## config.mk

```make
export PLATFORM = sky130hd
export DESIGN_NAME = tsi_slave
export DESIGN_NICKNAME = d
export VERILOG_FILES = /design/src/design/tsi_pkg.sv /design/src/design/tsi_sync.sv /design/src/design/tsi_slave.sv
export VERILOG_INCLUDE_DIRS = /design/src /design/src/design
export SDC_FILE = /design/constraint.sdc
export NUM_CORES = 1
export LEC_CHECK = 0
export BUFFER_PORTS_ARGS = -buffer_cell sky130_fd_sc_hd__buf_2
export CORE_AREA = 2 2 166 119
export CTS_CLUSTER_SIZE = 24
export DETAILED_ROUTE_END_ITERATION = 6
export DIE_AREA = 0 0 168 121
export HOLD_SLACK_MARGIN = 0.05
export SLEW_MARGIN = 40
export SYNTH_ARGS = -nofsm -noshare
export SYNTH_HDL_FRONTEND = slang
export SYNTH_SLANG_ARGS = --single-unit
```

## constraint.sdc

```tcl
create_clock -name clock -period 3.7 [get_ports clock]
set_input_delay 0.74 -clock clock [delete_from_list [all_inputs] [get_ports clock]]
set_output_delay 0.74 -clock clock [all_outputs]
set_load 0.02 [all_outputs]
```

## src/design/tsi_regs.svh

```systemverilog
// register offsets, field positions, reset values and codes of the touch-controller serial port
`ifndef TSI_REGS_SVH
`define TSI_REGS_SVH
`define TSI_DEF_SLAVE_ADDR 7'h2B
`define TSI_NVM_ADDR_LOC 8'h04
`define TSI_OFS_IRQ 8'h00
`define TSI_OFS_KEYS 8'h01
`define TSI_OFS_MEMST 8'h08
`define TSI_OFS_OPMODE 8'h09
`define TSI_OFS_GPO 8'h0A
`define TSI_OFS_GWCFG 8'h0D
`define TSI_OFS_GWBASE 8'h0E
`define TSI_OFS_KEYHI 8'hAC
`define TSI_OFS_KEYLO 8'hAD
`define TSI_OFS_SRST 8'hB1
`define TSI_IRQ_BURN 6
`define TSI_IRQ_PWRITE 5
`define TSI_IRQ_SENSOR 2
`define TSI_IRQ_COMP 1
`define TSI_IRQ_MODE 0
`define TSI_KEY_PRIO 6
`define TSI_MEM_VALID 3
`define TSI_BURN_MAX 3'h3
`define TSI_BURN_OVER 3'h4
`define TSI_SRST_ARM 8'hDE
`define TSI_SRST_FIRE 8'h00
`define TSI_RST_BYTE 8'h00
`define TSI_BITS_PER_BYTE 4'h8
`endif

```

## src/design/tsi_pkg.sv

```systemverilog
// types shared by the touch-controller serial port
`default_nettype none
package tsi_pkg;
   // one-hot protocol states
   typedef enum logic [5:0] {
      ST_IDLE = 6'h01,
      ST_ADDR = 6'h02,
      ST_ACK = 6'h04,
      ST_WR = 6'h08,
      ST_RD = 6'h10,
      ST_MACK = 6'h20
   } tsi_state_t;
   // one-cycle event pulses from the sensing core
   typedef struct packed {
      logic burn_done;
      logic param_write_done;
      logic sensor_event;
      logic comp_done;
      logic mode_entered;
   } tsi_evt_t;
   // control values handed to the core at a processing phase
   typedef struct packed {
      logic [7:0] op_mode;
      logic [7:0] gpo;
      logic [7:0] gw_cfg;
      logic [7:0] gw_base;
      logic [7:0] key_hi;
      logic [7:0] key_lo;
   } tsi_ctrl_t;
endpackage
`default_nettype wire

```

## src/design/tsi_sync.sv

```systemverilog
// two-stage synchroniser for asynchronous inputs
`timescale 1ns/1ps
`default_nettype none
module tsi_sync #(
   parameter int W = 1
) (
   // clock and reset
   input wire logic clock,
   input wire logic rst_n,
   // asynchronous in, synchronous out
   input wire logic [W-1:0] d,
   output logic [W-1:0] q
);
   logic [W-1:0] meta_ff;
   logic [W-1:0] q_ff;
   // pins idle high, so both stages reset high
   always_ff @(posedge clock or negedge rst_n) begin
      if (!rst_n) begin
         meta_ff <= '1;
         q_ff <= '1;
      end else begin
         meta_ff <= d;
         q_ff <= meta_ff;
      end
   end
   assign q = q_ff;
endmodule
`default_nettype wire

```

## src/design/tsi_slave.sv

```systemverilog
// two-wire slave port and register file of the touch controller
`timescale 1ns/1ps
`default_nettype none
`include "tsi_regs.svh"
module tsi_slave #(
   parameter int KEYS = 36
) (
   // clock and reset
   input wire logic clock,
   input wire logic rst_n,
   // serial pins, open drain
   input wire logic scl_i,
   input wire logic sda_i,
   output logic sda_o,
   output logic sda_oe_n,
   // interrupt request pin, open drain
   output logic interrupt_request_o,
   output logic interrupt_request_oe_n,
   // sensing core status
   input wire tsi_pkg::tsi_evt_t events,
   input wire logic priority_touched,
   input wire logic [KEYS-1:0] keys_touched,
   input wire logic nonvolatile_valid,
   input wire logic [2:0] burn_count,
   input wire logic stored_addr_valid,
   input wire logic [6:0] stored_addr,
   // processing phase and control hand-off
   input wire logic phase_start,
   output tsi_pkg::tsi_ctrl_t ctrl,
   output logic soft_reset_pulse
);
   // ********************************************************
   // pin sampling and bus conditions
   // ********************************************************
   logic scl_s;
   logic sda_s;
   logic scl_d_ff;
   logic sda_d_ff;
   logic scl_rise;
   logic scl_fall;
   logic start_c;
   logic stop_c;

   // 8 ns sampling resolves 400 kb/s edges with margin
   tsi_sync #(.W(2)) u_sync (
      .clock(clock),
      .rst_n(rst_n),
      .d({scl_i, sda_i}),
      .q({scl_s, sda_s})
   );

   // previous synchronised levels for edge detection
   always_ff @(posedge clock or negedge rst_n) begin
      if (!rst_n) begin
         scl_d_ff <= 1'b1;
         sda_d_ff <= 1'b1;
      end else begin
         scl_d_ff <= scl_s;
         sda_d_ff <= sda_s;
      end
   end

   assign scl_rise = scl_s & ~scl_d_ff;
   assign scl_fall = ~scl_s & scl_d_ff;
   assign start_c = scl_s & scl_d_ff & sda_d_ff & ~sda_s;
   assign stop_c = scl_s & scl_d_ff & ~sda_d_ff & sda_s;

   // ********************************************************
   // protocol engine
   // ********************************************************
   tsi_pkg::tsi_state_t st_ff;
   logic [7:0] shreg_ff;
   logic [7:0] txreg_ff;
   logic [3:0] cnt_ff;
   logic [7:0] ptr_ff;
   logic rw_ff;
   logic first_ff;
   logic ack_rise_ff;
   logic more_ff;
   logic sda_oe_n_ff;
   logic [6:0] my_addr;
   logic [7:0] rd_data;
   logic byte_done;
   logic wr_go;
   logic rd_go;

   // a stored address wins over the default
   assign my_addr = stored_addr_valid ? stored_addr : `TSI_DEF_SLAVE_ADDR;
   assign byte_done = scl_fall && (cnt_ff == `TSI_BITS_PER_BYTE);
   assign wr_go = (st_ff == tsi_pkg::ST_WR) && byte_done && !first_ff;
   // a byte is fetched after the address ack, or after a master ack
   assign rd_go = scl_fall && (((st_ff == tsi_pkg::ST_ACK) && ack_rise_ff && rw_ff)
                  || ((st_ff == tsi_pkg::ST_MACK) && more_ff));

   always_ff @(posedge clock or negedge rst_n) begin
      if (!rst_n) begin
         st_ff <= tsi_pkg::ST_IDLE;
         shreg_ff <= 8'h00;
         txreg_ff <= 8'h00;
         cnt_ff <= 4'h0;
         ptr_ff <= 8'h00;
         rw_ff <= 1'b0;
         first_ff <= 1'b0;
         ack_rise_ff <= 1'b0;
         more_ff <= 1'b0;
         sda_oe_n_ff <= 1'b1;
      end else if (start_c) begin
         // start and repeated start both restart address reception
         st_ff <= tsi_pkg::ST_ADDR;
         cnt_ff <= 4'h0;
         first_ff <= 1'b1;
         sda_oe_n_ff <= 1'b1;
      end else if (stop_c) begin
         st_ff <= tsi_pkg::ST_IDLE;
         sda_oe_n_ff <= 1'b1;
      end else begin
         unique case (st_ff)
            tsi_pkg::ST_IDLE: begin
               sda_oe_n_ff <= 1'b1;
            end
            tsi_pkg::ST_ADDR, tsi_pkg::ST_WR: begin
               if (scl_rise) begin
                  shreg_ff <= {shreg_ff[6:0], sda_s};
                  cnt_ff <= cnt_ff + 4'h1;
               end else if (byte_done) begin
                  if (st_ff == tsi_pkg::ST_ADDR) begin
                     // only our own address is answered
                     if (shreg_ff[7:1] == my_addr) begin
                        rw_ff <= shreg_ff[0];
                        st_ff <= tsi_pkg::ST_ACK;
                        sda_oe_n_ff <= 1'b0;
                     end else begin
                        st_ff <= tsi_pkg::ST_IDLE;
                     end
                  end else begin
                     if (first_ff) begin
                        ptr_ff <= shreg_ff;
                        first_ff <= 1'b0;
                     end else begin
                        ptr_ff <= ptr_ff + 8'h01;
                     end
                     // every byte is acknowledged, reserved targets too
                     st_ff <= tsi_pkg::ST_ACK;
                     sda_oe_n_ff <= 1'b0;
                  end
                  ack_rise_ff <= 1'b0;
               end
            end
            tsi_pkg::ST_ACK: begin
               if (scl_rise) begin
                  ack_rise_ff <= 1'b1;
               end else if (rd_go) begin
                  st_ff <= tsi_pkg::ST_RD;
                  sda_oe_n_ff <= rd_data[7];
                  txreg_ff <= {rd_data[6:0], 1'b0};
                  cnt_ff <= 4'h0;
                  ptr_ff <= ptr_ff + 8'h01;
               end else if (scl_fall && ack_rise_ff) begin
                  st_ff <= tsi_pkg::ST_WR;
                  sda_oe_n_ff <= 1'b1;
                  cnt_ff <= 4'h0;
               end
            end
            tsi_pkg::ST_RD: begin
               if (scl_rise) begin
                  cnt_ff <= cnt_ff + 4'h1;
               end else if (byte_done) begin
                  // free the line for the master's answer
                  st_ff <= tsi_pkg::ST_MACK;
                  sda_oe_n_ff <= 1'b1;
                  more_ff <= 1'b0;
               end else if (scl_fall) begin
                  sda_oe_n_ff <= txreg_ff[7];
                  txreg_ff <= {txreg_ff[6:0], 1'b0};
               end
            end
            tsi_pkg::ST_MACK: begin
               if (scl_rise) begin
                  more_ff <= ~sda_s;
               end else if (rd_go) begin
                  st_ff <= tsi_pkg::ST_RD;
                  sda_oe_n_ff <= rd_data[7];
                  txreg_ff <= {rd_data[6:0], 1'b0};
                  cnt_ff <= 4'h0;
                  ptr_ff <= ptr_ff + 8'h01;
               end else if (scl_fall) begin
                  // not acknowledged: stay off the line until next start
                  st_ff <= tsi_pkg::ST_IDLE;
                  sda_oe_n_ff <= 1'b1;
               end
            end
            default: begin
               st_ff <= tsi_pkg::ST_IDLE;
               sda_oe_n_ff <= 1'b1;
            end
         endcase
      end
   end

   // open drain: only ever pull low
   assign sda_o = 1'b0;
   assign sda_oe_n = sda_oe_n_ff;

   // ********************************************************
   // interrupt source and status
   // ********************************************************
   logic [7:0] irq_ff;
   logic [7:0] evt_bits;
   logic irq_clear;
   logic [5:0] key_idx;
   logic [2:0] burns_shown;
   logic stored_in_use;

   // the core already reports within one scan period of the event
   always_comb begin
      evt_bits = 8'h00;
      evt_bits[`TSI_IRQ_BURN] = events.burn_done;
      evt_bits[`TSI_IRQ_PWRITE] = events.param_write_done;
      evt_bits[`TSI_IRQ_SENSOR] = events.sensor_event;
      evt_bits[`TSI_IRQ_COMP] = events.comp_done;
      evt_bits[`TSI_IRQ_MODE] = events.mode_entered;
   end

   assign irq_clear = rd_go && (ptr_ff == `TSI_OFS_IRQ);

   // a new event in the clearing cycle survives the clear
   always_ff @(posedge clock or negedge rst_n) begin
      if (!rst_n) begin
         irq_ff <= 8'h00;
      end else begin
         irq_ff <= (irq_clear ? 8'h00 : irq_ff) | evt_bits;
      end
   end

   assign interrupt_request_o = 1'b0;
   assign interrupt_request_oe_n = ~|irq_ff;

   // lowest touched key wins, numbered from one
   always_comb begin
      key_idx = 6'h00;
      for (int i = KEYS - 1; i >= 0; i--) begin
         if (keys_touched[i]) begin
            key_idx = 6'(i + 1);
         end
      end
   end

   // beyond three burns the defaults are forced
   assign burns_shown = (burn_count > `TSI_BURN_MAX) ? `TSI_BURN_OVER : burn_count;
   assign stored_in_use = nonvolatile_valid && (burn_count != 3'h0)
                          && (burn_count <= `TSI_BURN_MAX);

   // ********************************************************
   // control and gateway registers
   // ********************************************************
   tsi_pkg::tsi_ctrl_t shadow_ff;
   logic [7:0] srst_ff;
   logic srst_armed_ff;
   logic soft_reset_ff;

   // host control writes land in a shadow copy, the reset byte in srst_ff; status addresses are not written
   always_ff @(posedge clock or negedge rst_n) begin
      if (!rst_n) begin
         shadow_ff <= '0;
         srst_ff <= `TSI_RST_BYTE;
      end else if (soft_reset_ff) begin
         shadow_ff <= '0;
         srst_ff <= `TSI_RST_BYTE;
      end else if (wr_go) begin
         unique case (ptr_ff)
            `TSI_OFS_OPMODE: shadow_ff.op_mode <= shreg_ff;
            `TSI_OFS_GPO: shadow_ff.gpo <= shreg_ff;
            `TSI_OFS_GWCFG: shadow_ff.gw_cfg <= shreg_ff;
            `TSI_OFS_GWBASE: shadow_ff.gw_base <= shreg_ff;
            `TSI_OFS_KEYHI: shadow_ff.key_hi <= shreg_ff;
            `TSI_OFS_KEYLO: shadow_ff.key_lo <= shreg_ff;
            `TSI_OFS_SRST: srst_ff <= shreg_ff;
            default: srst_ff <= srst_ff;
         endcase
      end
   end

   // the core only sees new settings when a phase begins
   always_ff @(posedge clock or negedge rst_n) begin
      if (!rst_n) begin
         ctrl <= '0;
      end else if (phase_start) begin
         ctrl <= shadow_ff;
      end
   end

   // two-step unlock guards against a stray single write
   always_ff @(posedge clock or negedge rst_n) begin
      if (!rst_n) begin
         srst_armed_ff <= 1'b0;
         soft_reset_ff <= 1'b0;
      end else begin
         soft_reset_ff <= 1'b0;
         if (soft_reset_ff) begin
            srst_armed_ff <= 1'b0;
         end else if (wr_go && ptr_ff == `TSI_OFS_SRST) begin
            if (srst_armed_ff && shreg_ff == `TSI_SRST_FIRE) begin
               soft_reset_ff <= 1'b1;
               srst_armed_ff <= 1'b0;
            end else begin
               srst_armed_ff <= (shreg_ff == `TSI_SRST_ARM);
            end
         end
      end
   end

   assign soft_reset_pulse = soft_reset_ff;

   // read multiplexer; reserved addresses return zero
   always_comb begin
      unique case (ptr_ff)
         `TSI_OFS_IRQ: rd_data = irq_ff;
         `TSI_OFS_KEYS: rd_data = {1'b0, priority_touched, key_idx};
         `TSI_OFS_MEMST: rd_data = {4'h0, stored_in_use, burns_shown};
         `TSI_OFS_OPMODE: rd_data = shadow_ff.op_mode;
         `TSI_OFS_GPO: rd_data = shadow_ff.gpo;
         `TSI_OFS_GWCFG: rd_data = shadow_ff.gw_cfg;
         `TSI_OFS_GWBASE: rd_data = shadow_ff.gw_base;
         `TSI_OFS_KEYHI: rd_data = shadow_ff.key_hi;
         `TSI_OFS_KEYLO: rd_data = shadow_ff.key_lo;
         `TSI_OFS_SRST: rd_data = srst_ff;
         default: rd_data = 8'h00;
      endcase
   end

   // ********************************************************
   // checks
   // ********************************************************
   chk_irq_pin: assert property (@(posedge clock) disable iff (!rst_n)
      (irq_ff != 8'h00) |-> !interrupt_request_oe_n)
      else $error("interrupt request not driven with a flag set");

   chk_event_sets: assert property (@(posedge clock) disable iff (!rst_n)
      events.sensor_event |=> irq_ff[`TSI_IRQ_SENSOR])
      else $error("sensor event did not set its flag");

   chk_read_clear: assert property (@(posedge clock) disable iff (!rst_n)
      (irq_clear && evt_bits == 8'h00) |=> (irq_ff == 8'h00) && interrupt_request_oe_n)
      else $error("interrupt source read did not clear");

   chk_ptr_step: assert property (@(posedge clock) disable iff (!rst_n)
      (wr_go || rd_go) && !start_c && !stop_c |=> ptr_ff == $past(ptr_ff) + 8'h01)
      else $error("register pointer did not advance");

   chk_ack_hold: assert property (@(posedge clock) disable iff (!rst_n)
      (st_ff == tsi_pkg::ST_ACK && scl_s) |-> !sda_oe_n)
      else $error("acknowledge released too early");

   chk_nack_release: assert property (@(posedge clock) disable iff (!rst_n)
      (st_ff == tsi_pkg::ST_MACK && scl_fall && !more_ff && !start_c && !stop_c)
      |=> sda_oe_n [*3])
      else $error("data still driven after not-acknowledge");

   chk_key_first: assert property (@(posedge clock) disable iff (!rst_n)
      (keys_touched[0] |-> key_idx == 6'h01) and (keys_touched == '0 |-> key_idx == 6'h00))
      else $error("key index not first touched key");

   chk_phase_apply: assert property (@(posedge clock) disable iff (!rst_n)
      !phase_start |=> ctrl == $past(ctrl))
      else $error("control changed outside a processing phase");

   chk_soft_reset: assert property (@(posedge clock) disable iff (!rst_n)
      soft_reset_pulse |-> $past(srst_armed_ff) && $past(shreg_ff) == `TSI_SRST_FIRE)
      else $error("soft reset without unlock sequence");

   chk_addr_pick: assert property (@(posedge clock) disable iff (!rst_n)
      !stored_addr_valid |-> my_addr == `TSI_DEF_SLAVE_ADDR)
      else $error("default slave address wrong");

   chk_burn_over: assert property (@(posedge clock) disable iff (!rst_n)
      burn_count > `TSI_BURN_MAX |-> burns_shown == `TSI_BURN_OVER && !stored_in_use)
      else $error("burn count over three not reported as four");
endmodule
`default_nettype wire

```

* Word level (Yosys, flattened, before mapping)
Cells that the tools add are included.
Word-level totals: flip-flop bits (word level) 159, input port bits 59, output and inout port bits 53, logic and storage cells 275
Operators by class: add/subtract/negate cells 2, order comparisons 2, equality and inequality tests 48, mux-type cells 122, bitwise logic cells 15, reduce and logical (&&, ||, !) cells 56
Operator list (count):
- 6-bit 2-to-1 mux | 49
- 8-bit 2-to-1 mux | 21
- 48-bit 2-to-1 mux | 2
- 8-bit case mux with 10 select lines | 1
- 8-bit by 4-bit == test with 1-bit output (second input constant) | 5
- 8-bit == test (second input constant) | 4
- 4-bit 2-to-1 mux | 8
- 8-bit case mux with 2 select lines | 2
- 1-bit 2-to-1 mux | 31
- 6-bit case mux with 5 select lines | 1
- 2-bit nonzero test | 15
- 2-bit inequality test (second input constant) | 12
- 4-bit inequality test (second input constant) | 6
- 9-bit AND reduction | 2
- 8-bit logical NOT | 2
- 8-bit AND reduction | 2
- 5-bit inequality test (second input constant) | 3
- 2-bit AND reduction | 7
- 7-bit AND reduction | 2
- 1-bit logical AND | 13
- 3-bit inequality test (second input constant) | 4
- 4-bit case mux with 3 select lines | 1
- 6-bit AND reduction | 2
- 8-bit by 1-bit adder with 8-bit output (second input constant) | 1
- 32 further kinds | 49

* Longest topological paths before layout
Gate-level depths: netlist (run 1).
depth in word-level cells 42, gate-level depth with buffers 9, gate-level depth less buffers 8

* By module
A second synthesis (run 1) with hierarchy kept.
Second synthesis, totals: cell total of the unflattened synthesis 787, area, all modules 8125.3 um2
Modules (own cells, without submodules):
- tsi_slave | instances 1, cells each 783, area each 8020.2 um2, seq. area each 3783.6 um2
- tsi_sync | instances 1, cells each 4, area each 105.1 um2, seq. area each 105.1 um2

* Least setup slack after synthesis (run 1)
Ideal clock, no wire load.
kind input to register, start point in keys_touched[26], end point reg txreg_ff[6], library setup time 82 ps, arrival time 2184 ps, required time 3618 ps, path slack 1434 ps, stages on the path 5, buffers on the path 0, cells stage by stage or4_1 or3_1 o32ai_1 o31ai_1 a31oi_1
On the way: word-level cells in the longest chain between the ends 31
Ends and longest elaborated chain:
- start, declared | RTL line tsi_slave.sv:22 | input wire logic [KEYS-1:0] keys_touched,
- 6-bit 2-to-1 mux (27 in a row) | RTL line tsi_slave.sv:242 | if (keys_touched[i]) begin
- 8-bit case mux with 10 select lines | RTL line tsi_slave.sv:316 | unique case (ptr_ff)
- 8-bit 2-to-1 mux | RTL line tsi_slave.sv:152, tsi_slave.sv:180
- 8-bit 2-to-1 mux | RTL line tsi_slave.sv:150 | if (scl_rise) begin
- 8-bit case mux with 2 select lines | RTL line tsi_slave.sv:117 | unique case (st_ff)
- end signal, assigned | RTL line tsi_slave.sv:155 | txreg_ff <= {rd_data[6:0], 1'b0};
- end signal, assigned | RTL line tsi_slave.sv:174 | txreg_ff <= {txreg_ff[6:0], 1'b0};
- end signal, assigned | RTL line tsi_slave.sv:183 | txreg_ff <= {rd_data[6:0], 1'b0};
- end, declared | RTL line tsi_slave.sv:73 | logic [7:0] txreg_ff;
Every way passes these cells. The select of a mux whose other input is x is not followed. A chain may end at the register's enable or synchronous reset.

* Final worst setup path (run 1)
start point reg scl_d_ff, end point reg shadow_ff[23] in the netlist's numbering
On the way: word-level cells in the longest chain between the ends 6
Ends and longest elaborated chain:
- start, declared | RTL line tsi_slave.sv:37 | logic scl_d_ff;
- start signal, assigned | RTL line tsi_slave.sv:58 | scl_d_ff <= scl_s;
- 1-bit bitwise AND | RTL line tsi_slave.sv:64 | assign scl_fall = ~scl_s & scl_d_ff;
- 1-bit logical AND | RTL line tsi_slave.sv:89 | assign byte_done = scl_fall && (cnt_ff == `TSI_BITS_PER_BYTE);
- 1-bit logical AND (2 in a row) | RTL line tsi_slave.sv:90 | assign wr_go = (st_ff == tsi_pkg::ST_WR) && byte_done && !first_ff;
- 2-bit nonzero test (no source line)
- 2-bit AND reduction (no source line)
- end, declared | RTL line tsi_slave.sv:256 | tsi_pkg::tsi_ctrl_t shadow_ff;
Every way passes these cells.

==> flow_summary.ini, run 1 <==
[power_and_ir_drop]
sw_frac_of_total_pct = 31.68
leakagePower_uw = 0.004475
power_density_nw_per_um2 = 482.3
max-vdd-ir-drop_uv = 278.5
seqPwrFrac_pct = 42.5
power.net_switching_uw = 1471
clkPwrFrac_pct = 38.5
power_frac_comb_pct = 19.1
p_int_uw = 3172

[critical_path]
path_cells = and2b_1 -> and4b_1 -> nand4_4 -> nor3_4 -> mux2i_1 -> nor2_1
regToRegEndpoint = shadow_ff[23]$_DFFE_PN0P_
cp.required_ns = 3.99
critPathMaxStageDelay_ns = 0.65
r2r_slack_ns = 0.94
worst_path_max_delay_cell = nor3_4
crit_arrival_ns = 3.04
r2r_cells = 6
startpoint_type = flip-flop
worstSetupPathType = reg -> reg
cp-end-kind = flip-flop
r2r-start = scl_d_ff$_DFF_PN1_
critPathMaxFanout = 12

[finish]
drive_gt1_share_pct = 26.72
diodes = 0
multiInputGateArea_um2 = 4080
syn_to_final_growth_pct = 16.35
final_nets = 954
mostFrequentLayoutCell = dfrtp_1
fillers = 1693
mostFrequentLayoutCells = dfrtp_1 (146), buf_2 (107), nor2_1 (93)
regArea_um2 = 3890

[die]
dieWidth_um = 168
dieArea_um2 = 20330
rows = 42
start_util_pct = 44.35
die_y_um = 121
ios = 112
coreArea_um2 = 18660

[synthesis]
ys_types = 84
synthFlopType = dfrtp_1
synth_area_um2 = 8274
synth.ff_latch_count = 155
synth_edf_count = 0
ys_seq_area_share_pct = 47.00
postSynthCellCount = 798
async_flop_share_pct = 100.0
ys_warn_count = 0
synth.avg_cell_area_um2 = 10.37

[outcome]
status = complete, no violations

[cts]
cts-resized-gates = 0
clock-root-buffer = clkbuf_16
cts-hold-fix-buffers = 0
h-tree-depth = 4
clk_latency_ns = 0.43
clock_path_buffers = 2
post_cts.repair.setup_buffers = 0
cts_tree = done
cts-buffers-inserted = 17
numClockSinks = 155
path_clk_slew_ns = 0.07

[placed_design]
dp_hpwl_um = 17260
port_buffers = 109
place.gp.congestion = 0.9480

[drt]
wl_per_cell_um = 21.01
drc_errors = 0
drt_iter0_drc = 785
first_pass_iters = 5
via_per_inst = 5.976
dr_total_vias = 6836
drt_wl_total_um = 24040
postRouteAntennaNets = 0

[worst_hold_path]
hold_path.class = in -> async

[timing]
worstMarginPinSlew_ns = 0.8149
hold_slack_ns = 0.3515
rsz0062_at_grt = false
fmax_mhz = 363.0
skew_ns = 0.008464
finalSetupViolCount = 0
maxSlewHeadroom_pct = 45.22
fin_crit_sh_pct = 74.46
slew_viol_final = 0
min_period_ns = 2.755
timing.final.hold_violations = 0
finalSetupTns_ns = 0

[grt]
grt_overflow_total = 0
grt_pass1_vias = 6449
grt_usage_pct = 24.23
antenna_found_initial = 0
grt_pass1_wl_um = 37540
grt_max_degree = 85

[run]
cap_violations = 0
per-stage QoR:
stage          instances  setup WS, ns  power, µW  utilization [%]  area, µm²
2_1_floorplan        799         1.434       2547                -       8278
3_3_place_gp        1112         1.035       2857            48.34       9017
3_5_place_dp        1112         1.015       2858            48.35       9020
4_1_cts             1144        0.9968       4648            51.59       9624
5_1_grt             1144        0.7832       4848            51.60       9627
6_report            1144        0.9450       4643            51.60       9627
flip-flops by register name, indices dropped and copies added, names as in the netlist, 2 cells and up:
signal	count
u_sync.meta_ff	2
ptr_ff	8
shadow_ff	48
irq_ff	5
st_ff	6
srst_ff	8
txreg_ff	7
ctrl	48
u_sync.q	2
cnt_ff	4
shreg_ff	8
cell families (layout without fill, tap and decap cells):
logic type,after synthesis,in the layout,synth area share [%]
buffers and inverters,73,176,3.735
other,1,2,0.04532
multiplexers,120,120,15.41
AO/OA/AOI/OAI,158,158,13.75
adder cells (fa/ha/maj),6,6,0.9073
AND/OR/NAND/NOR,277,277,18.31
XOR/XNOR,8,8,0.8469
flip-flops,155,155,47.00
cell usage after synthesis, drive strengths merged (5+ instances only):
library cell,n,share of area [%]
a21o,10,0.91
a21oi,24,1.5
a22o,8,0.85
a31oi,12,0.91
and2,8,0.60
and3,10,0.76
buf,19,1.3
clkbuf,32,1.5
dfrtp,147,44
dfstp,8,2.5
ha,6,0.91
inv,22,1.0
mux2,59,8.0
mux2i,61,7.4
nand2,37,1.7
nand2b,8,0.60
nand3,26,1.6
nand4,13,1.2
nand4b,5,0.53
nor2,96,4.6
nor2b,10,0.76
nor3,17,1.4
nor4,13,1.1
o211ai,7,0.64
o21a,5,0.45
o21ai,28,1.7
o22ai,5,0.45
o31ai,7,0.64
or3,5,0.38
or4,7,0.68
xor2,5,0.53
routing by layer:
| layer | track usage (%) | share of wire (%) | vias up |
|---|---|---|---|
| met5 | 0 | 0 | - |
| met4 | 5.707 | 1.2 | 0 |
| met3 | 7.273 | 9.4 | 24 |
| met2 | 31.77 | 39 | 334 |
| met1 | 38.28 | 50 | 3343 |
| li1 | - | - | 3135 |
how the worst max path moves through the flow:
stage,startpoint,to,slack [ns],cells after the start
2_1_floorplan,keys_touched[26],txreg_ff[6]$_DFFE_PN0P_,1.43,5
3_3_place_gp,scl_d_ff$_DFF_PN1_,shadow_ff[20]$_DFFE_PN0P_,1.04,6
3_5_place_dp,scl_d_ff$_DFF_PN1_,shadow_ff[20]$_DFFE_PN0P_,1.01,6
4_1_cts,scl_d_ff$_DFF_PN1_,shadow_ff[20]$_DFFE_PN0P_,1.0,6
5_1_grt,scl_d_ff$_DFF_PN1_,shadow_ff[22]$_DFFE_PN0P_,0.78,6
6_report,scl_d_ff$_DFF_PN1_,shadow_ff[23]$_DFFE_PN0P_,0.94,6
final cells by class:
cell class	count	area share [%]
clock inverter	13	1.677
tap	242	3.145
inverter	22	0.8578
sequential	155	40.41
clock buffer	19	4.601
timing repair buffer	122	6.927
multi-input combinational	571	42.38
power by group through the flow:
stage / clock (µW) / combinational [µW] / sequential (µW)
after floorplan: 0 / 673 / 1870
after global placement: 0 / 862 / 2000
after detailed placement: 0 / 863 / 1990
after CTS: 1820 / 869 / 1960
after global routing: 1890 / 970 / 1990
final: 1790 / 885 / 1970
worst max-delay path: cells and delay by family (launching register included):
kind,cells,cell delay (ns)
multiplexers,1,0.25
AND/OR/NAND/NOR,5,1.72
flip-flops,1,0.63
Power figures use the tool's default switching activity.
==> inputs of run 2 (changes only) <==
- PLACE_DENSITY: default -> 0.66
- clock period: 3.7 -> 2.25 ns (I/O delays scaled with it)
==> run 2 against run 1 <==
Sequential power increased by 57%; combinational power increased by 150%; setup slack got worse by 0.89 ns; clock-buffer cell count increased by 2; non-clock buffer count increased by 89; routed wire length increased by 4.1%; clock power increased by 51%; global-route usage increased by 1.2 points; die area unchanged; worst hold slack got worse by 0.23 ns; register-to-register slack got worse by 0.89 ns; critical endpoint is now txreg_ff[5]$_DFFE_PN0P_; largest power group unchanged.
==> flow_summary.ini, run 2 (synthesis gave the netlist of run 1 again) <==
[outcome]
status = complete, no violations

[die]
die_y_um = 121
ios = 112
rows = 42
dieArea_um2 = 20330
coreArea_um2 = 18660
dieWidth_um = 168
start_util_pct = 44.35

[timing]
slew_viol_final = 0
finalSetupViolCount = 0
fmax_mhz = 455.0
timing.final.hold_violations = 0
fin_crit_sh_pct = 97.67
worstMarginPinSlew_ns = 0.6254
hold_slack_ns = 0.1217
maxSlewHeadroom_pct = 57.87
min_period_ns = 2.198
skew_ns = 0.009208

[cts]
path_clk_slew_ns = 0.07
numClockSinks = 155
cts_tree = done
cts-buffers-inserted = 17
clk_latency_ns = 0.42
h-tree-depth = 4
clock_path_buffers = 2
clock-root-buffer = clkbuf_16

[critical_path]
worst_path_max_delay_cell = dfrtp_1
cp.required_ns = 2.56
startpoint_type = flip-flop
critPathMaxFanout = 9
cp-end-kind = flip-flop
critPathMaxStageDelay_ns = 0.58
path_cells = or3_1 -> nor2_1 -> buf_4 -> a22o_1 -> a222oi_1 -> a31oi_1 -> o22a_1
crit_arrival_ns = 2.51
worstSetupPathType = reg -> reg

[drt]
drt_wl_total_um = 25020
postRouteAntennaNets = 0
via_per_inst = 5.848
first_pass_iters = 5
wl_per_cell_um = 20.29
dr_total_vias = 7211
drt_iter0_drc = 690
drc_errors = 0

[placed_design]
place.gp.congestion = 0.9711
port_buffers = 109
dp.cells = 1193
dp_hpwl_um = 18460
dpl-instance-area_um2 = 9751

[grt]
grt_overflow_total = 0
grt_pass1_vias = 6932
grt_pass1_wl_um = 39340
grt_max_degree = 66
grt_usage_pct = 25.44
antenna_found_initial = 0

[finish]
top_regs = ctrl x48, shadow_ff x48
final_nets = 1043
drive_gt1_share_pct = 34.91
diodes = 0
final_cell_area_um2 = 10490
mostFrequentLayoutCell = dfrtp_1
mostFrequentLayoutCells = dfrtp_1 (144), buf_2 (108), nor2_1 (93)
syn_to_final_growth_pct = 26.80
layout.cells.non_filler = 1233
fin_util_pct = 56.24

[power_and_ir_drop]
power_frac_comb_pct = 27.2
power_density_nw_per_um2 = 759.6
seqPwrFrac_pct = 38.8
power.net_switching_uw = 2539
leakagePower_uw = 0.004935
max-vdd-ir-drop_uv = 710.8
sw_frac_of_total_pct = 31.86
p_int_uw = 5430
report.power.total_uw = 7969
clkPwrFrac_pct = 34.0

[worst_hold_path]
hold_path.class = in -> reg

[run]
cap_violations = 0
[run 2: power by group through the flow]
stage	clock (µW)	sequential (µW)	combinational, µW
final	2710	3090	2170
after CTS	2770	3080	2030
after detailed placement	0	3130	2010
after floorplan	0	3080	1110
after global routing	2910	3100	2320
after global placement	0	3120	2000
[run 2: layout make-up]
type / count / area, µm²
Clock buffer: 21 / 440.4
Clock inverter: 11 / 111.4
Fill cell: 1626 / 8164
Inverter: 22 / 82.58
Multi-Input combinational cell: 571 / 4192
Sequential cell: 155 / 3892
Tap cell: 242 / 302.8
Timing Repair Buffer: 211 / 1470
[run 2: critical path, delay by kind of cell, from the launching register on]
kind	cells	cell delay, ns
DFF	1	0.58
and+or+nand+nor	2	0.34
AOI/OAI and AO/OA	4	1.01
buffers and inverters	1	0.16
[run 2: per-layer routing]
| metal | share of wire, % | vias up | GRT usage, % |
|---|---|---|---|
| met5 | 0 | - | 0 |
| met4 | 0.90 | 0 | 5.870 |
| met3 | 11 | 17 | 8.023 |
| met2 | 39 | 341 | 33.45 |
| met1 | 49 | 3550 | 39.96 |
| li1 | - | 3303 | - |
[run 2: worst paths after layout]
path,cells after the start,startpoint,slack (ns),endpoint
max,7,ptr_ff[7]$_DFFE_PN0P_,0.05,txreg_ff[5]$_DFFE_PN0P_
min,1,sda_i,0.12,u_sync.meta_ff[0]$_DFF_PN1_
max reg2reg,7,ptr_ff[7]$_DFFE_PN0P_,0.05,txreg_ff[5]$_DFFE_PN0P_
min reg2reg,0,u_sync.meta_ff[0]$_DFF_PN1_,0.36,u_sync.q[0]$_DFF_PN1_
max in group asynchronous,3,rst_n,1.18,shadow_ff[9]$_DFFE_PN0P_
min in group asynchronous,2,rst_n,0.45,cnt_ff[3]$_DFFE_PN0P_
[run 2: repair_timing]
| item | CTS | global route |
|---|---|---|
| endpoints found under the setup margin | 10 | 55 |
| gates resized for setup | 5 | 21 |
| gates cloned | 0 | 0 |
| hold endpoints to repair | 16 | 0 |
| pin swaps | 2 | 15 |
| buffers inserted | 0 | 7 |
| hold buffers | 1 | 0 |
[run 2: metrics by stage]
| stage | TNS (ns) | setup WS (ns) |
|---|---|---|
| after floorplan | 0 | 0.1688 |
| after global placement | -0.1573 | -0.1145 |
| after detailed placement | -0.2110 | -0.07746 |
| after CTS | 0 | 0.002348 |
| after global routing | -0.03214 | -0.02276 |
| final | 0 | 0.05239 |
==> inputs of run 3 (changes only) <==
- ABC_AREA: default -> 1
- CELL_PAD_IN_SITES_DETAIL_PLACEMENT: default -> 1
- CELL_PAD_IN_SITES_GLOBAL_PLACEMENT: default -> 2
- CORE_AREA: 2 2 166 119 -> 2 2 191 137
- DIE_AREA: 0 0 168 121 -> 0 0 193 139
- PLACE_DENSITY: 0.66 -> default
- PLACE_DENSITY_LB_ADDON: default -> 0.1
==> run 3 against run 2 <==
The run now ends with negative setup slack left; setup slack lost 0.15 ns; clock-buffer cell count down 3; sequential cell count stayed put; global-route usage shrank 5.1 points; critical endpoint is now cnt_ff[3]$_DFFE_PN0P_.
==> flow_summary.ini, run 3 <==
[worst_hold_path]
hold_path.class = in -> reg

[grt]
grt_overflow_total = 0
grt_usage_pct = 20.34
grt_pass1_wl_um = 41210
grt_pass1_vias = 7134
grt_max_degree = 68
antenna_found_initial = 0

[timing]
maxSlewHeadroom_pct = 53.77
finalSetupViolCount = 5
timing.final.hold_violations = 0
worstMarginPinSlew_ns = 0.6927
setup_slack_ns = -0.09874
rsz0062_at_grt = true
fin_crit_sh_pct = 104.4
min_period_ns = 2.349
fmax_mhz = 425.8
slew_viol_final = 0
skew_ns = 0.009450

[finish]
top_regs = ctrl x48, shadow_ff x48
fin_util_pct = 44.06
mostFrequentLayoutCells = nand2_1 (199), dfrtp_1 (147), buf_4 (129)
drive_gt1_share_pct = 38.49
syn_to_final_growth_pct = 44.92
mostFrequentLayoutCell = nand2_1
final_nets = 1234
final_cell_area_um2 = 11080
fillers = 2947

[synthesis]
synthMostInstantiatedCell = nand2_1
synth.avg_cell_area_um2 = 8.435
async_flop_share_pct = 100.0
synth_edf_count = 0
synth.ff_latch_count = 155
ys_seq_area_share_pct = 50.88
synth_top_cell_by_area = dfrtp_1
postSynthCellCount = 906
ys_types = 50
synth_area_um2 = 7642
synth_area_leaders = dfrtp_1 (48%), nand2_1 (10%), inv_1 (5.6%), o21ai_0 (5.2%), mux2_2 (4.3%)
synthTopCellsByCount = nand2_1 (211), dfrtp_1 (147), inv_1 (115), o21ai_0 (80), nor2_1 (69)
ys_warn_count = 0
netlist.area_leader.share_pct = 48.13
synthFlopType = dfrtp_1

[cts]
cts_tree = done
clk_latency_ns = 0.44
h-tree-depth = 4
clock_path_buffers = 2
clock-root-buffer = clkbuf_16
path_clk_slew_ns = 0.07
numClockSinks = 155
cts-buffers-inserted = 17

[placed_design]
port_buffers = 109
place.gp.congestion = 0.8247
dpl-instance-area_um2 = 9532
dp_hpwl_um = 20310

[critical_path]
worstSetupPathType = reg -> reg
critPathMaxFanout = 4
cp.required_ns = 2.58
cp-end-kind = flip-flop
startpoint_type = flip-flop
crit_arrival_ns = 2.68

[run]
cap_violations = 0

[die]
rows = 49
dieArea_um2 = 26830
dieWidth_um = 193
coreArea_um2 = 25140
ios = 112
die_y_um = 139
start_util_pct = 30.40

[drt]
via_per_inst = 4.702
postRouteAntennaNets = 0
dr_total_vias = 7119
drt_wl_total_um = 27330
drc_errors = 0
wl_per_cell_um = 18.05
first_pass_iters = 5
drt_iter0_drc = 368

[power_and_ir_drop]
power_density_nw_per_um2 = 848.8
leakagePower_uw = 0.005405
max-vdd-ir-drop_uv = 603.7

[outcome]
status = complete, but fails checks
violations = negative setup slack
[run 3: cell families (layout without fill, tap and decap cells)]
family | count (synthesis) | after routing | synth area share [%]
xor gates and xnor gates | 11 | 11 | 1.261
DFF | 155 | 155 | 50.88
muxes | 30 | 30 | 4.420
AOI/OAI and AO/OA | 192 | 192 | 14.59
other | 1 | 3 | 0.04907
buffers and inverters | 166 | 441 | 8.792
and+or+nand+nor | 345 | 345 | 19.02
adders and majority gates | 6 | 6 | 0.9823
[run 3: area by class of cell]
cell class	instances	area, µm²	area share [%]
Clock inverter	14	150.1	1.356
Inverter	142	590.6	5.332
Timing Repair Buffer	266	1898	17.14
Clock buffer	18	439.2	3.965
Sequential cell	155	3889	35.11
Antenna cell	1	2.502	0.02259
Timing Repair inverter	1	11.26	0.1017
Multi-Input combinational cell	586	3681	33.24
Tap cell	331	414.1	3.739
[run 3: worst paths after layout]
check                                                  from                           to  slack (ns)  cells past startpoint
worst min register to register  u_sync.meta_ff[0]$_DFF_PN1_        u_sync.q[0]$_DFF_PN1_        0.36                      0
min in group asynchronous                             rst_n      shreg_ff[0]$_DFFE_PN0P_        0.44                      2
max in group asynchronous                             rst_n         st_ff[0]$_DFFE_PN1P_        1.21                      3
worst max register to register         st_ff[2]$_DFFE_PN0P_        cnt_ff[3]$_DFFE_PN0P_        -0.1                     15
worst max-delay path                   st_ff[2]$_DFFE_PN0P_        cnt_ff[3]$_DFFE_PN0P_        -0.1                     15
worst min-delay path                                  sda_i  u_sync.meta_ff[0]$_DFF_PN1_        0.11                      1
[run 3: repair_timing]
| action | 4_1_cts | 5_1_grt |
|---|---|---|
| gates resized for setup | 30 | 139 |
| gates cloned | 0 | 2 |
| pin swaps | 9 | 34 |
| hold buffers | 1 | 0 |
| setup buffers | 6 | 25 |
| endpoints found under the hold margin | 19 | 0 |
| setup endpoints to repair | 24 | 41 |
[run 3: per-stage QoR]
step	instances	hold WS (ns)	worst slack (ns)	total power [µW]	setup TNS, ns
after global placement	1448	0.3404	-0.2282	5734	-1.868
final	1514	0.1140	-0.09874	9401	-0.2865
after detailed placement	1448	0.3367	-0.2685	5758	-1.363
after floorplan	907	0.1544	0.07345	4404	0
after global routing	1513	0.09400	-0.2873	9938	-2.192
after CTS	1487	0.09595	0.0004496	8847	0
[run 3: report_power, final]
group / switching [µW] / internal [µW] / total (µW)
combinational: 1810 / 1480 / 3290
clock: 1330 / 1600 / 2930
sequential: 161 / 3020 / 3180
total: 3300 / 6100 / 9400
[run 3: metal layers]
| metal | vias to the layer above | track usage (%) | routed length (µm) |
|---|---|---|---|
| met5 | - | 0 | 0 |
| met4 | 0 | 4.067 | 199 |
| met3 | 13 | 4.706 | 1210 |
| met2 | 125 | 28.62 | 11700 |
| met1 | 3485 | 31.49 | 14210 |
| li1 | 3496 | - | - |
[run 3: critical path: stages (launching register included)]
cell and delay [ns]:
dfrtp_1 0.39, nor2_2 0.15, inv_2 0.07, nor2_4 0.11, inv_2 0.05, nor3_4 0.22
inv_2 0.10, nor3_4 0.21, a31oi_4 0.06, nand2_1 0.12, o21ai_2 0.07, o21ai_2 0.18
nand4_4 0.16, nor2_2 0.14, xor2_1 0.14, a21oi_1 0.06
